`config.mk`:
```
export PLATFORM = sky130hd
export DESIGN_NAME = dtc_timer_top
export DESIGN_NICKNAME = d
export VERILOG_FILES = /design/src/dtc_pkg.sv /design/src/dtc_timer_core.sv /design/src/dtc_timer_top.sv
export SDC_FILE = /design/constraint.sdc
export NUM_CORES = 1
export LEC_CHECK = 0
export ABC_AREA = 1
export BUFFER_PORTS_ARGS = -buffer_cell sky130_fd_sc_hd__buf_2
export CELL_PAD_IN_SITES_DETAIL_PLACEMENT = 2
export CELL_PAD_IN_SITES_GLOBAL_PLACEMENT = 2
export CORE_ASPECT_RATIO = 0.75
export CORE_MARGIN = 8
export CORE_UTILIZATION = 33
export DETAILED_ROUTE_END_ITERATION = 12
export PLACE_DENSITY_LB_ADDON = 0.1
export SYNTH_ARGS = -nofsm -noshare
export SYNTH_HDL_FRONTEND = slang
export SYNTH_SLANG_ARGS = --single-unit
export TNS_END_PERCENT = 20
```
`constraint.sdc`:
```
create_clock -name REF_CLK -period 2.55 [get_ports REF_CLK]
set_clock_uncertainty 0.05 [all_clocks]
set_input_delay 0.255 -clock REF_CLK [delete_from_list [all_inputs] [get_ports REF_CLK]]
set_output_delay 0.255 -clock REF_CLK [all_outputs]
set_load 0.02 [all_outputs]
```
`src/dtc_pkg.sv`:
```
// Constants, types and register map of the dual timer/counter block
package dtc_pkg;

  ////////////////////////////////////////////////////////////////////////////
  // Register offsets
  localparam logic [7:0] ADDR_RUN_FLAG_CTRL = 8'h88;
  localparam logic [7:0] ADDR_MODE_CFG = 8'h89;
  localparam logic [7:0] ADDR_A_COUNT_LOW = 8'h8a;
  localparam logic [7:0] ADDR_B_COUNT_LOW = 8'h8b;
  localparam logic [7:0] ADDR_A_COUNT_HIGH = 8'h8c;
  localparam logic [7:0] ADDR_B_COUNT_HIGH = 8'h8d;
  localparam logic [7:0] ADDR_CLK_CFG = 8'h8e;

  ////////////////////////////////////////////////////////////////////////////
  // Field positions
  localparam int BIT_B_OVERFLOW = 7;
  localparam int BIT_B_RUN = 6;
  localparam int BIT_A_OVERFLOW = 5;
  localparam int BIT_A_RUN = 4;
  localparam int BIT_EXT_B_FLAG = 3;
  localparam int BIT_EXT_B_EDGE = 2;
  localparam int BIT_EXT_A_FLAG = 1;
  localparam int BIT_EXT_A_EDGE = 0;
  localparam int MODE_B_BASE = 4;
  localparam int MODE_A_BASE = 0;
  localparam int FLD_GATE = 3;
  localparam int FLD_COUNTER_SEL = 2;
  localparam int FLD_MODE_HIGH = 1;
  localparam int FLD_MODE_LOW = 0;
  localparam int BIT_B_FAST_CLOCK = 4;
  localparam int BIT_A_FAST_CLOCK = 3;
  localparam logic [7:0] CLK_CFG_MASK = 8'h3f;

  ////////////////////////////////////////////////////////////////////////////
  // Values after reset
  localparam logic [7:0] RST_RUN_FLAG = 8'h00;
  localparam logic [7:0] RST_MODE_CFG = 8'h00;
  localparam logic [7:0] RST_COUNT = 8'h00;
  localparam logic [7:0] RST_CLK_CFG = 8'h01;
  localparam logic [3:0] RST_PIN_IDLE = 4'hf;

  ////////////////////////////////////////////////////////////////////////////
  // Cycle counts
  localparam int DIV_SLOW = 12;
  localparam int DIV_FAST = 4;
  localparam logic [3:0] PRESC_LAST = 4'(DIV_SLOW - 1);
  localparam logic [1:0] FAST_LAST = 2'(DIV_FAST - 1);
  localparam logic [4:0] PRESC13_LAST = 5'h1f;

  ////////////////////////////////////////////////////////////////////////////
  // Types
  typedef enum logic [1:0] {
    MODE_PRESC13 = 2'h0,
    MODE_16BIT = 2'h1,
    MODE_RELOAD = 2'h2,
    MODE_SPLIT = 2'h3
  } dtc_mode_e;

  typedef struct packed {
    logic [7:0] addr;
    logic wr;
    logic rd;
    logic [7:0] wdata;
  } dtc_sfr_req_s;

  typedef struct packed {
    logic timer_a;
    logic timer_b;
    logic ext_a;
    logic ext_b;
  } dtc_svc_s;

endpackage

```
`src/dtc_timer_core.sv`:
```
// One timer count pair with its four operating modes
`timescale 1ns/10ps
`default_nettype none
module dtc_timer_core (
  // Clock and reset
  input wire logic clk,
  input wire logic rst,
  // Mode and count events
  input wire dtc_pkg::dtc_mode_e mode,
  input wire logic split_en,
  input wire logic tick_low,
  input wire logic tick_high,
  // Software writes
  input wire logic wr_low,
  input wire logic wr_high,
  input wire logic [7:0] wdata,
  // Count and overflow
  output logic [7:0] cnt_low,
  output logic [7:0] cnt_high,
  output logic ovf,
  output logic ovf_high
);

  logic [7:0] low_reg;
  logic [7:0] high_reg;
  logic [7:0] low_next;
  logic [7:0] high_next;

  ////////////////////////////////////////////////////////////////////////////
  // Next count
  always_comb begin
    low_next = low_reg;
    high_next = high_reg;
    ovf = 1'b0;
    ovf_high = 1'b0;
    case (mode)
      dtc_pkg::MODE_PRESC13: begin
        if (tick_low) begin
          low_next = {low_reg[7:5], 5'(low_reg[4:0] + 5'h1)};
          if (low_reg[4:0] == dtc_pkg::PRESC13_LAST) begin
            high_next = 8'(high_reg + 8'h1);
            ovf = (high_reg == 8'hff);
          end
        end
      end
      dtc_pkg::MODE_16BIT: begin
        if (tick_low) begin
          {high_next, low_next} = 16'({high_reg, low_reg} + 16'h1);
          ovf = &{high_reg, low_reg};
        end
      end
      dtc_pkg::MODE_RELOAD: begin
        if (tick_low) begin
          if (low_reg == 8'hff) begin
            low_next = high_reg;
            ovf = 1'b1;
          end else begin
            low_next = 8'(low_reg + 8'h1);
          end
        end
      end
      dtc_pkg::MODE_SPLIT: begin
        if (split_en && tick_low) begin
          low_next = 8'(low_reg + 8'h1);
          ovf = (low_reg == 8'hff);
        end
        if (split_en && tick_high) begin
          high_next = 8'(high_reg + 8'h1);
          ovf_high = (high_reg == 8'hff);
        end
      end
      default: begin
      end
    endcase
    if (wr_low) begin
      low_next = wdata;
    end
    if (wr_high) begin
      high_next = wdata;
    end
  end

  always_ff @(posedge clk) begin
    if (rst) begin
      low_reg <= dtc_pkg::RST_COUNT;
      high_reg <= dtc_pkg::RST_COUNT;
    end else begin
      low_reg <= low_next;
      high_reg <= high_next;
    end
  end

  assign cnt_low = low_reg;
  assign cnt_high = high_reg;

endmodule
`default_nettype wire

```
`src/dtc_timer_top.sv`:
```
// Dual timer/counter with gating, clock select and external pin flags
`timescale 1ns/10ps
`default_nettype none
module dtc_timer_top (
  // Clock and reset
  input wire logic REF_CLK,
  input wire logic RESET,
  // Special function register port
  input wire dtc_pkg::dtc_sfr_req_s SFR_REQ,
  output logic [7:0] SFR_RDATA,
  output logic SFR_HIT,
  // Service entry from the core
  input wire dtc_pkg::dtc_svc_s SVC_ACK,
  // Device pins
  input wire logic TIMER_A_COUNT_PIN,
  input wire logic TIMER_B_COUNT_PIN,
  input wire logic EXT_IRQ_A_PIN,
  input wire logic EXT_IRQ_B_PIN,
  // Flags to the interrupt logic
  output logic TIMER_A_OVERFLOW_FLAG,
  output logic TIMER_B_OVERFLOW_FLAG,
  output logic EXT_IRQ_A_FLAG,
  output logic EXT_IRQ_B_FLAG
);

  logic [3:0] sync1_reg;
  logic [3:0] sync2_reg;
  logic [3:0] last_reg;
  logic [3:0] fall;
  logic [3:0] presc_reg;
  logic tick12;
  logic tick4;
  logic [7:0] mode_reg;
  logic [7:0] clk_cfg_reg;
  logic run_a_reg, run_b_reg, ovf_a_reg, ovf_b_reg;
  logic ext_a_reg, ext_b_reg, edge_a_reg, edge_b_reg;
  logic [7:0] rdata_reg;
  logic hit_reg;
  logic wr_ctrl, wr_a_low, wr_a_high, wr_b_low, wr_b_high;
  logic [7:0] wd;
  dtc_pkg::dtc_mode_e mode_a, mode_b;
  logic gate_a, gate_b, ct_a, ct_b, fast_a, fast_b;
  logic tick_a, tick_b, evt_a, evt_b, split_tick;
  logic ovf_a_evt, ovf_b_evt, core_b_ovf, core_a_ovf_high;
  logic [7:0] a_low, a_high, b_low, b_high;
  logic [15:0] cnt_a, cnt_b;

  ////////////////////////////////////////////////////////////////////////////
  // Pin synchronisers; bit order is count A, count B, irq A, irq B
  always_ff @(posedge REF_CLK) begin
    if (RESET) begin
      sync1_reg <= dtc_pkg::RST_PIN_IDLE;
      sync2_reg <= dtc_pkg::RST_PIN_IDLE;
      last_reg <= dtc_pkg::RST_PIN_IDLE;
    end else begin
      sync1_reg <= {EXT_IRQ_B_PIN, EXT_IRQ_A_PIN, TIMER_B_COUNT_PIN, TIMER_A_COUNT_PIN};
      sync2_reg <= sync1_reg;
      last_reg <= sync2_reg;
    end
  end

  assign fall = last_reg & ~sync2_reg;

  ////////////////////////////////////////////////////////////////////////////
  // Internal tick prescaler
  always_ff @(posedge REF_CLK) begin
    if (RESET) begin
      presc_reg <= 4'h0;
    end else if (presc_reg == dtc_pkg::PRESC_LAST) begin
      presc_reg <= 4'h0;
    end else begin
      presc_reg <= 4'(presc_reg + 4'h1);
    end
  end

  assign tick12 = (presc_reg == dtc_pkg::PRESC_LAST);
  assign tick4 = (presc_reg[1:0] == dtc_pkg::FAST_LAST);

  ////////////////////////////////////////////////////////////////////////////
  // Register writes
  assign wd = SFR_REQ.wdata;
  assign wr_ctrl = SFR_REQ.wr && (SFR_REQ.addr == dtc_pkg::ADDR_RUN_FLAG_CTRL);
  assign wr_a_low = SFR_REQ.wr && (SFR_REQ.addr == dtc_pkg::ADDR_A_COUNT_LOW);
  assign wr_a_high = SFR_REQ.wr && (SFR_REQ.addr == dtc_pkg::ADDR_A_COUNT_HIGH);
  assign wr_b_low = SFR_REQ.wr && (SFR_REQ.addr == dtc_pkg::ADDR_B_COUNT_LOW);
  assign wr_b_high = SFR_REQ.wr && (SFR_REQ.addr == dtc_pkg::ADDR_B_COUNT_HIGH);

  always_ff @(posedge REF_CLK) begin
    if (RESET) begin
      mode_reg <= dtc_pkg::RST_MODE_CFG;
      clk_cfg_reg <= dtc_pkg::RST_CLK_CFG;
    end else begin
      if (SFR_REQ.wr && (SFR_REQ.addr == dtc_pkg::ADDR_MODE_CFG)) begin
        mode_reg <= wd;
      end
      if (SFR_REQ.wr && (SFR_REQ.addr == dtc_pkg::ADDR_CLK_CFG)) begin
        clk_cfg_reg <= wd & dtc_pkg::CLK_CFG_MASK;
      end
    end
  end

  always_ff @(posedge REF_CLK) begin
    if (RESET) begin
      run_a_reg <= dtc_pkg::RST_RUN_FLAG[dtc_pkg::BIT_A_RUN];
      run_b_reg <= dtc_pkg::RST_RUN_FLAG[dtc_pkg::BIT_B_RUN];
      edge_a_reg <= dtc_pkg::RST_RUN_FLAG[dtc_pkg::BIT_EXT_A_EDGE];
      edge_b_reg <= dtc_pkg::RST_RUN_FLAG[dtc_pkg::BIT_EXT_B_EDGE];
    end else if (wr_ctrl) begin
      run_a_reg <= wd[dtc_pkg::BIT_A_RUN];
      run_b_reg <= wd[dtc_pkg::BIT_B_RUN];
      edge_a_reg <= wd[dtc_pkg::BIT_EXT_A_EDGE];
      edge_b_reg <= wd[dtc_pkg::BIT_EXT_B_EDGE];
    end
  end

  ////////////////////////////////////////////////////////////////////////////
  // Mode fields and count events
  assign mode_a = dtc_pkg::dtc_mode_e'(mode_reg[dtc_pkg::MODE_A_BASE +: 2]);
  assign mode_b = dtc_pkg::dtc_mode_e'(mode_reg[dtc_pkg::MODE_B_BASE +: 2]);
  assign gate_a = mode_reg[dtc_pkg::MODE_A_BASE + dtc_pkg::FLD_GATE];
  assign gate_b = mode_reg[dtc_pkg::MODE_B_BASE + dtc_pkg::FLD_GATE];
  assign ct_a = mode_reg[dtc_pkg::MODE_A_BASE + dtc_pkg::FLD_COUNTER_SEL];
  assign ct_b = mode_reg[dtc_pkg::MODE_B_BASE + dtc_pkg::FLD_COUNTER_SEL];
  assign fast_a = clk_cfg_reg[dtc_pkg::BIT_A_FAST_CLOCK];
  assign fast_b = clk_cfg_reg[dtc_pkg::BIT_B_FAST_CLOCK];

  assign tick_a = fast_a ? tick4 : tick12;
  assign tick_b = fast_b ? tick4 : tick12;
  assign evt_a = run_a_reg && (!gate_a || sync2_reg[2]) && (ct_a ? fall[0] : tick_a);
  assign evt_b = run_b_reg && (!gate_b || sync2_reg[3]) && (ct_b ? fall[1] : tick_b);
  assign split_tick = run_b_reg && tick_a;

  ////////////////////////////////////////////////////////////////////////////
  // Count pairs
  dtc_timer_core u_timer_a (
    .clk(REF_CLK),
    .rst(RESET),
    .mode(mode_a),
    .split_en(1'b1),
    .tick_low(evt_a),
    .tick_high(split_tick),
    .wr_low(wr_a_low),
    .wr_high(wr_a_high),
    .wdata(wd),
    .cnt_low(a_low),
    .cnt_high(a_high),
    .ovf(ovf_a_evt),
    .ovf_high(core_a_ovf_high)
  );

  dtc_timer_core u_timer_b (
    .clk(REF_CLK),
    .rst(RESET),
    .mode(mode_b),
    .split_en(1'b0),
    .tick_low(evt_b),
    .tick_high(1'b0),
    .wr_low(wr_b_low),
    .wr_high(wr_b_high),
    .wdata(wd),
    .cnt_low(b_low),
    .cnt_high(b_high),
    .ovf(core_b_ovf),
    .ovf_high()
  );

  assign cnt_a = {a_high, a_low};
  assign cnt_b = {b_high, b_low};
  assign ovf_b_evt = (mode_a == dtc_pkg::MODE_SPLIT) ? core_a_ovf_high : core_b_ovf;

  ////////////////////////////////////////////////////////////////////////////
  // Overflow and external flags; a hardware set wins over any clear
  always_ff @(posedge REF_CLK) begin
    if (RESET) begin
      ovf_a_reg <= dtc_pkg::RST_RUN_FLAG[dtc_pkg::BIT_A_OVERFLOW];
      ovf_b_reg <= dtc_pkg::RST_RUN_FLAG[dtc_pkg::BIT_B_OVERFLOW];
    end else begin
      ovf_a_reg <= ovf_a_evt ||
        (wr_ctrl ? wd[dtc_pkg::BIT_A_OVERFLOW] : (ovf_a_reg && !SVC_ACK.timer_a));
      ovf_b_reg <= ovf_b_evt ||
        (wr_ctrl ? wd[dtc_pkg::BIT_B_OVERFLOW] : (ovf_b_reg && !SVC_ACK.timer_b));
    end
  end

  always_ff @(posedge REF_CLK) begin
    if (RESET) begin
      ext_a_reg <= dtc_pkg::RST_RUN_FLAG[dtc_pkg::BIT_EXT_A_FLAG];
      ext_b_reg <= dtc_pkg::RST_RUN_FLAG[dtc_pkg::BIT_EXT_B_FLAG];
    end else begin
      if (edge_a_reg) begin
        ext_a_reg <= fall[2] ||
          (wr_ctrl ? wd[dtc_pkg::BIT_EXT_A_FLAG] : (ext_a_reg && !SVC_ACK.ext_a));
      end else begin
        ext_a_reg <= !sync2_reg[2];
      end
      if (edge_b_reg) begin
        ext_b_reg <= fall[3] ||
          (wr_ctrl ? wd[dtc_pkg::BIT_EXT_B_FLAG] : (ext_b_reg && !SVC_ACK.ext_b));
      end else begin
        ext_b_reg <= !sync2_reg[3];
      end
    end
  end

  ////////////////////////////////////////////////////////////////////////////
  // Register reads, one cycle after the strobe
  always_ff @(posedge REF_CLK) begin
    if (RESET) begin
      rdata_reg <= 8'h00;
      hit_reg <= 1'b0;
    end else begin
      hit_reg <= (SFR_REQ.rd || SFR_REQ.wr) &&
        (SFR_REQ.addr >= dtc_pkg::ADDR_RUN_FLAG_CTRL) && (SFR_REQ.addr <= dtc_pkg::ADDR_CLK_CFG);
      if (SFR_REQ.rd) begin
        case (SFR_REQ.addr)
          dtc_pkg::ADDR_RUN_FLAG_CTRL: rdata_reg <= {ovf_b_reg, run_b_reg, ovf_a_reg, run_a_reg,
            ext_b_reg, edge_b_reg, ext_a_reg, edge_a_reg};
          dtc_pkg::ADDR_MODE_CFG: rdata_reg <= mode_reg;
          dtc_pkg::ADDR_A_COUNT_LOW: rdata_reg <= a_low;
          dtc_pkg::ADDR_B_COUNT_LOW: rdata_reg <= b_low;
          dtc_pkg::ADDR_A_COUNT_HIGH: rdata_reg <= a_high;
          dtc_pkg::ADDR_B_COUNT_HIGH: rdata_reg <= b_high;
          dtc_pkg::ADDR_CLK_CFG: rdata_reg <= clk_cfg_reg;
          default: rdata_reg <= 8'h00;
        endcase
      end
    end
  end

  assign SFR_RDATA = rdata_reg;
  assign SFR_HIT = hit_reg;
  assign TIMER_A_OVERFLOW_FLAG = ovf_a_reg;
  assign TIMER_B_OVERFLOW_FLAG = ovf_b_reg;
  assign EXT_IRQ_A_FLAG = ext_a_reg;
  assign EXT_IRQ_B_FLAG = ext_b_reg;
endmodule
`default_nettype wire

```
# --- Word level (Yosys, flattened, before mapping) ---
# Cells that the tools add are included.
word_totals:
  ff_bits: 79
  inputBits: 28
  output_inout_bits: 13
  word_cells: 169
op_classes:
  n_addsub: 9
  order_cmp: 2
  eq_ne: 38
  muxes: 50
  bitwise: 2
  reduce_logical: 46
ops:
  columns: ["op", "count"]
  rows:
  - ["8-bit two-way mux", 18]
  - ["8-bit == test (second input constant)", 11]
  - ["8-bit case mux with 7 select lines", 1]
  - ["8-bit case mux with 3 select lines", 2]
  - ["3-bit by 2-bit inequality test with 1-bit output (second input constant)", 12]
  - ["16-bit by 1-bit adder with 16-bit output (second input constant)", 2]
  - ["8-bit by 1-bit adder with 8-bit output (second input constant)", 4]
  - ["8-bit case mux with 4 select lines", 1]
  - ["16-bit AND reduction", 2]
  - ["1-bit two-way mux", 23]
  - ["4-bit AND reduction", 5]
  - ["1-bit logical AND", 18]
  - ["8-bit case mux with 2 select lines", 1]
  - ["5-bit by 1-bit adder with 5-bit output (second input constant)", 2]
  - ["2-bit == test (second input constant)", 5]
  - ["5-bit == test (second input constant)", 2]
  - ["5-bit two-way mux", 2]
  - ["8-bit greater-or-equal comparator (second input constant)", 1]
  - ["8-bit less-or-equal comparator (second input constant)", 1]
  - ["1-bit zero test", 8]
  - ["1-bit case mux with 4 select lines", 2]
  - ["1-bit logical OR", 7]
  - ["2-bit by 1-bit inequality test with 1-bit output (second input constant)", 3]
  - ["3-bit by 1-bit inequality test with 1-bit output (second input constant)", 2]
  - ["10 further kinds", 12]

# --- Depth between registers and ports, before layout ---
logic_depth:
  word_depth: 8
  depth_mapped: 12

# --- By module ---
# A second synthesis with hierarchy kept.
hier_totals:
  cells_unflattened: 895
  hier_area_um2: 5662.9
by_module_without_submodules:
  columns: ["mod", "instances", "cells_each", "area_per_inst_um2"]
  rows:
  - ["dtc_timer_core", 2, 274, 1596.5]
  - ["dtc_timer_top", 1, 347, 2469.9]

# --- Worst setup path before layout ---
# OpenSTA, ideal clock, no wires.
synth_timing:
  kind: "reg-to-reg"
  from: "register u_timer_b.low_reg[0] (netlist: u_timer_b.cnt_low[0])"
  to: "register u_timer_b.high_reg[3] (netlist: u_timer_b.cnt_high[3])"
  setup_ns: 0.071
  t_arrival_ns: 1.669
  required_ns: 2.429
  slack_ns: 0.760
  stages_incl_launch_ff: 11
  path_buffers: 0
  path_cell_list: "dfxtp_1 ha_1 nand2_1 nor2_2 ha_1 inv_1 a21oi_1 nand3_1 nor2_1 nand3_1 a21oi_1"
synth_via:
  elab_chain_len: 4
  word_cells_on_any_way: 7
synth_lines:
  columns: ["item", "line_no", "rtl"]
  rows:
  - ["start: declaration", "dtc_timer_core.sv:24", "logic [7:0] low_reg;"]
  - ["start signal: assignment", "dtc_timer_core.sv:85", "low_reg <= dtc_pkg::RST_COUNT;"]
  - ["start signal: assignment", "dtc_timer_core.sv:88", "low_reg <= low_next;"]
  - ["16-bit by 1-bit adder with 16-bit output", "dtc_timer_core.sv:48", "{high_next, low_next} = 16'({high_reg, low_reg} + 16'h1);"]
  - ["8-bit two-way mux", "dtc_timer_core.sv:47", "if (tick_low) begin"]
  - ["8-bit case mux with 2 select lines", "dtc_timer_core.sv:36", "case (mode)"]
  - ["8-bit two-way mux", "dtc_timer_core.sv:78", "if (wr_high) begin"]
  - ["end signal: assignment", "dtc_timer_core.sv:86", "high_reg <= dtc_pkg::RST_COUNT;"]
  - ["end signal: assignment", "dtc_timer_core.sv:89", "high_reg <= high_next;"]
  - ["end: declaration", "dtc_timer_core.sv:25", "logic [7:0] high_reg;"]
# Several ways; a longest one is shown, not always the timed one. The select of a mux whose other input is x is not followed.
# A chain may end at the register's enable or synchronous reset.

# --- Worst setup path after layout ---
layout_timing:
  from: "register u_timer_b.low_reg[0] (netlist: u_timer_b.cnt_low[0])"
  to: "register u_timer_b.high_reg[4] (netlist: u_timer_b.cnt_high[4])"
# The elaborated chain is that of the path after synthesis.

==> flow_metrics.tcl <==
set metrics [dict create \
    p_leak_nw 2.67 \
    core-area_sq_um 15900 \
    clk-insertion-delay-late_ns 0.36 \
    drc_errors 0 \
    final_cell_count_no_fill 1104 \
    p_sw_w 0.000782 \
    p_sw_share_pct 27.4 \
    p_seq_share_pct 44.0 \
    grt_use_total_pct 22.6 \
    ctsHoldBuffers 0 \
    viasPerCell 5.33 \
    dieArea_sq_um 20400 \
    r2r_slack_ns 0.26 \
    synth_top_area_cell "dfxtp_1" \
    layout_commonest_cell "nand2_1" \
    r2r-end "u_timer_b.cnt_high[4]" \
    synth.cell_area_sq_um 5300 \
    synth_seq_cells 79 \
    min_from "TIMER_B_COUNT_PIN" \
    grt_max_degree 44 \
    fmax_ghz 0.437 \
    max-vdd-ir-drop_uv 261 \
    place_congestion 0.925 \
    clkPwrFrac_pct 49.7 \
    rows 40 \
    period_needed_ns 2.29 \
    cp-start-kind "register" \
    start_util_pct 33.4 \
    cts_buffer_depth 2 \
    async_flop_share_pct 0 \
    reg2regPathDepth 10 \
    cts_tree "built" \
    relSlewSlack_pct 46.8 \
    finalSetupViolCount 0 \
    cp.arrival_ns 2.53 \
    fin_tns_setup_ns 0 \
    holdCritPathClass "input pin to register" \
    drtAntennaViolNets 0 \
    grt_overflow 0 \
    post-route-period-util_pct 89.8 \
    htree_num_levels 3 \
    dp_hpwl_mm 17.8 \
    die_y_microns 126 \
    root_buffer "clkbuf_16" \
    grt_setup_unrepaired "no" \
    p_per_area_nw_per_um2 477 \
    n_fill_cell 1985 \
    required_ns 2.79 \
    fin_nets 933 \
    final_max_slew_viol_count 0 \
    critPathCaptureType "register" \
    worstHoldPathCells 2 \
    synth-edff-count 0 \
    io_buffers 40 \
    cts_made_buffers 9 \
    die_x_microns 162 \
    worst-slew-pin-transition_ns 0.797 \
    first_pass_iters 5 \
    numClockSinks 79 \
    hold_violations 0 \
    cap_violations 0 \
    status "finished clean" \
    hold_path_end "sync1_reg[1]" \
    grt_pass1_vias 6361 \
    antenna_found_initial 0 \
    intPower_w 0.00208 \
    pwr-share-comb_pct 6.2 \
    ys_types 40 \
    drt_wl_total_mm 23.0 \
    wire_per_inst_microns 20.8 \
    drtIter0Drc 336 \
    synth_area_leaders "dfxtp_1 30%, nand2_1 15%, nor2_1 9.1%" \
    worstPathMaxFanout 6 \
    synth_seq_area_share_pct 29.9 \
    post_cts_buffers 0 \
    area_growth_pct 13.2 \
    design.portCount 41 \
    mostFrequentLayoutCells "206 x nand2_1, 129 x nor2_1, 98 x inv_1" \
    syn_area_per_cell_sq_um 6.20 \
    syn-num-nets 898 \
    dp.cells 1088 \
    ctsResizeCount 0 \
    grt_pass1_wl_mm 36.0 \
    synthFlopType "dfxtp_1" \
    yosysWarnings 0 \
    diodes 0 \
    num_vias 5883 \
    synth_top_area_share_pct 29.9 \
    synth_cells 854 \
    critical_path_class "register to register" \
    clkSlewWorstSetupHoldPaths_ns 0.07 \
    drive_above_1_share_pct 11.9 \
    r2r-start "u_timer_b.cnt_low[0]" \
]
## power by group through the flow
| stage | Combinational, W | Sequential, W | Clock [W] |
|---|---|---|---|
| 3_5_place_dp | 0.000177 | 0.00129 | 0 |
| 3_3_place_gp | 0.000168 | 0.00129 | 0 |
| 6_report | 0.000178 | 0.00126 | 0.00142 |
| 4_1_cts | 0.000179 | 0.00126 | 0.00145 |
| 5_1_grt | 0.000194 | 0.00126 | 0.00149 |
| 2_1_floorplan | 0.0000920 | 0.00128 | 0 |
## metal layers
metal / vias to the layer above / routed length [microns] / GRT usage (%)
met1: 2897 / 11100 / 30.7
li1: 2836 / - / -
met5: - / 0 / 0
met3: 21 / 1430 / 4.79
met2: 129 / 10200 / 35.9
met4: 0 / 316 / 5.43
## worst max path at each step
| stage | to | cells after the start | from |
|---|---|---|---|
| global placement | u_timer_b.cnt_high[3] | 10 | u_timer_b.cnt_low[0] |
| finish | u_timer_b.cnt_high[4] | 10 | u_timer_b.cnt_low[0] |
| global route | u_timer_b.cnt_high[3] | 10 | u_timer_b.cnt_low[0] |
| detailed placement | u_timer_a.cnt_high[4] | 10 | u_timer_a.cnt_low[0] |
| floorplan | u_timer_b.cnt_high[3] | 10 | u_timer_b.cnt_low[0] |
| CTS | u_timer_a.cnt_high[2] | 10 | u_timer_a.cnt_low[0] |
## critical path, cell delays in order (launching register included)
cell	delay, ns
dfxtp_1	0.44
ha_1	0.21
nand2_1	0.09
nor2_2	0.16
ha_1	0.21
inv_1	0.05
a21oi_1	0.17
nand3_1	0.23
nor2_1	0.33
nand3_1	0.12
a21oi_1	0.15
## cell families (layout without fill, tap and decap cells)
kind of cell             Yosys count  after routing  synth area share (%)
adder cells (fa/ha/maj)           16             16                  3.78
flip-flops                        79             79                  29.9
AND/OR/NAND/NOR                  494            494                  41.9
buffers and inverters            122            162                  9.50
XOR/XNOR                           8              8                  1.32
AO/OA/AOI/OAI                    135            135                  13.6
## synthesized netlist by cell type (5+ instances only)
master and number:
nand3_1 96, a21oi_1 40, inv_1 98, o21ai_0 67, nor3_1 13, clkbuf_1 8
buf_2 8, nand2_1 206, xor2_1 6, nand2_2 7, dfxtp_1 79, or2_2 15
nand4_1 9, nor2_1 129, a21oi_2 5, ha_1 16, o21ai_1 11
## final cells by class
class                           instances  area [sq um]  share of cell area [%]
Multi-Input combinational cell        653          3210                    53.6
Sequential cell                        79          1580                    26.4
Inverter                              102           384                    6.41
Tap cell                              210           263                    4.39
Timing Repair Buffer                   44           243                    4.05
Clock buffer                            9           225                    3.76
Clock inverter                          7          85.1                    1.42
## metrics by stage
step / total power, W / util (%) / hold WS, ns / cell area [sq um] / setup WS [ns]
3_5_place_dp: 0.00146 / 35.8 / 0.354 / 5680 / 0.273
5_1_grt: 0.00295 / 37.8 / 0.0315 / 5990 / 0.0520
3_3_place_gp: 0.00145 / 35.8 / 0.352 / 5680 / 0.466
2_1_floorplan: 0.00138 / - / 0.309 / 5300 / 0.760
4_1_cts: 0.00289 / 37.8 / 0.0245 / 5990 / 0.259
6_report: 0.00286 / 37.8 / 0.0345 / 5990 / 0.261
No activity file was read; power rests on OpenSTA's default activity.
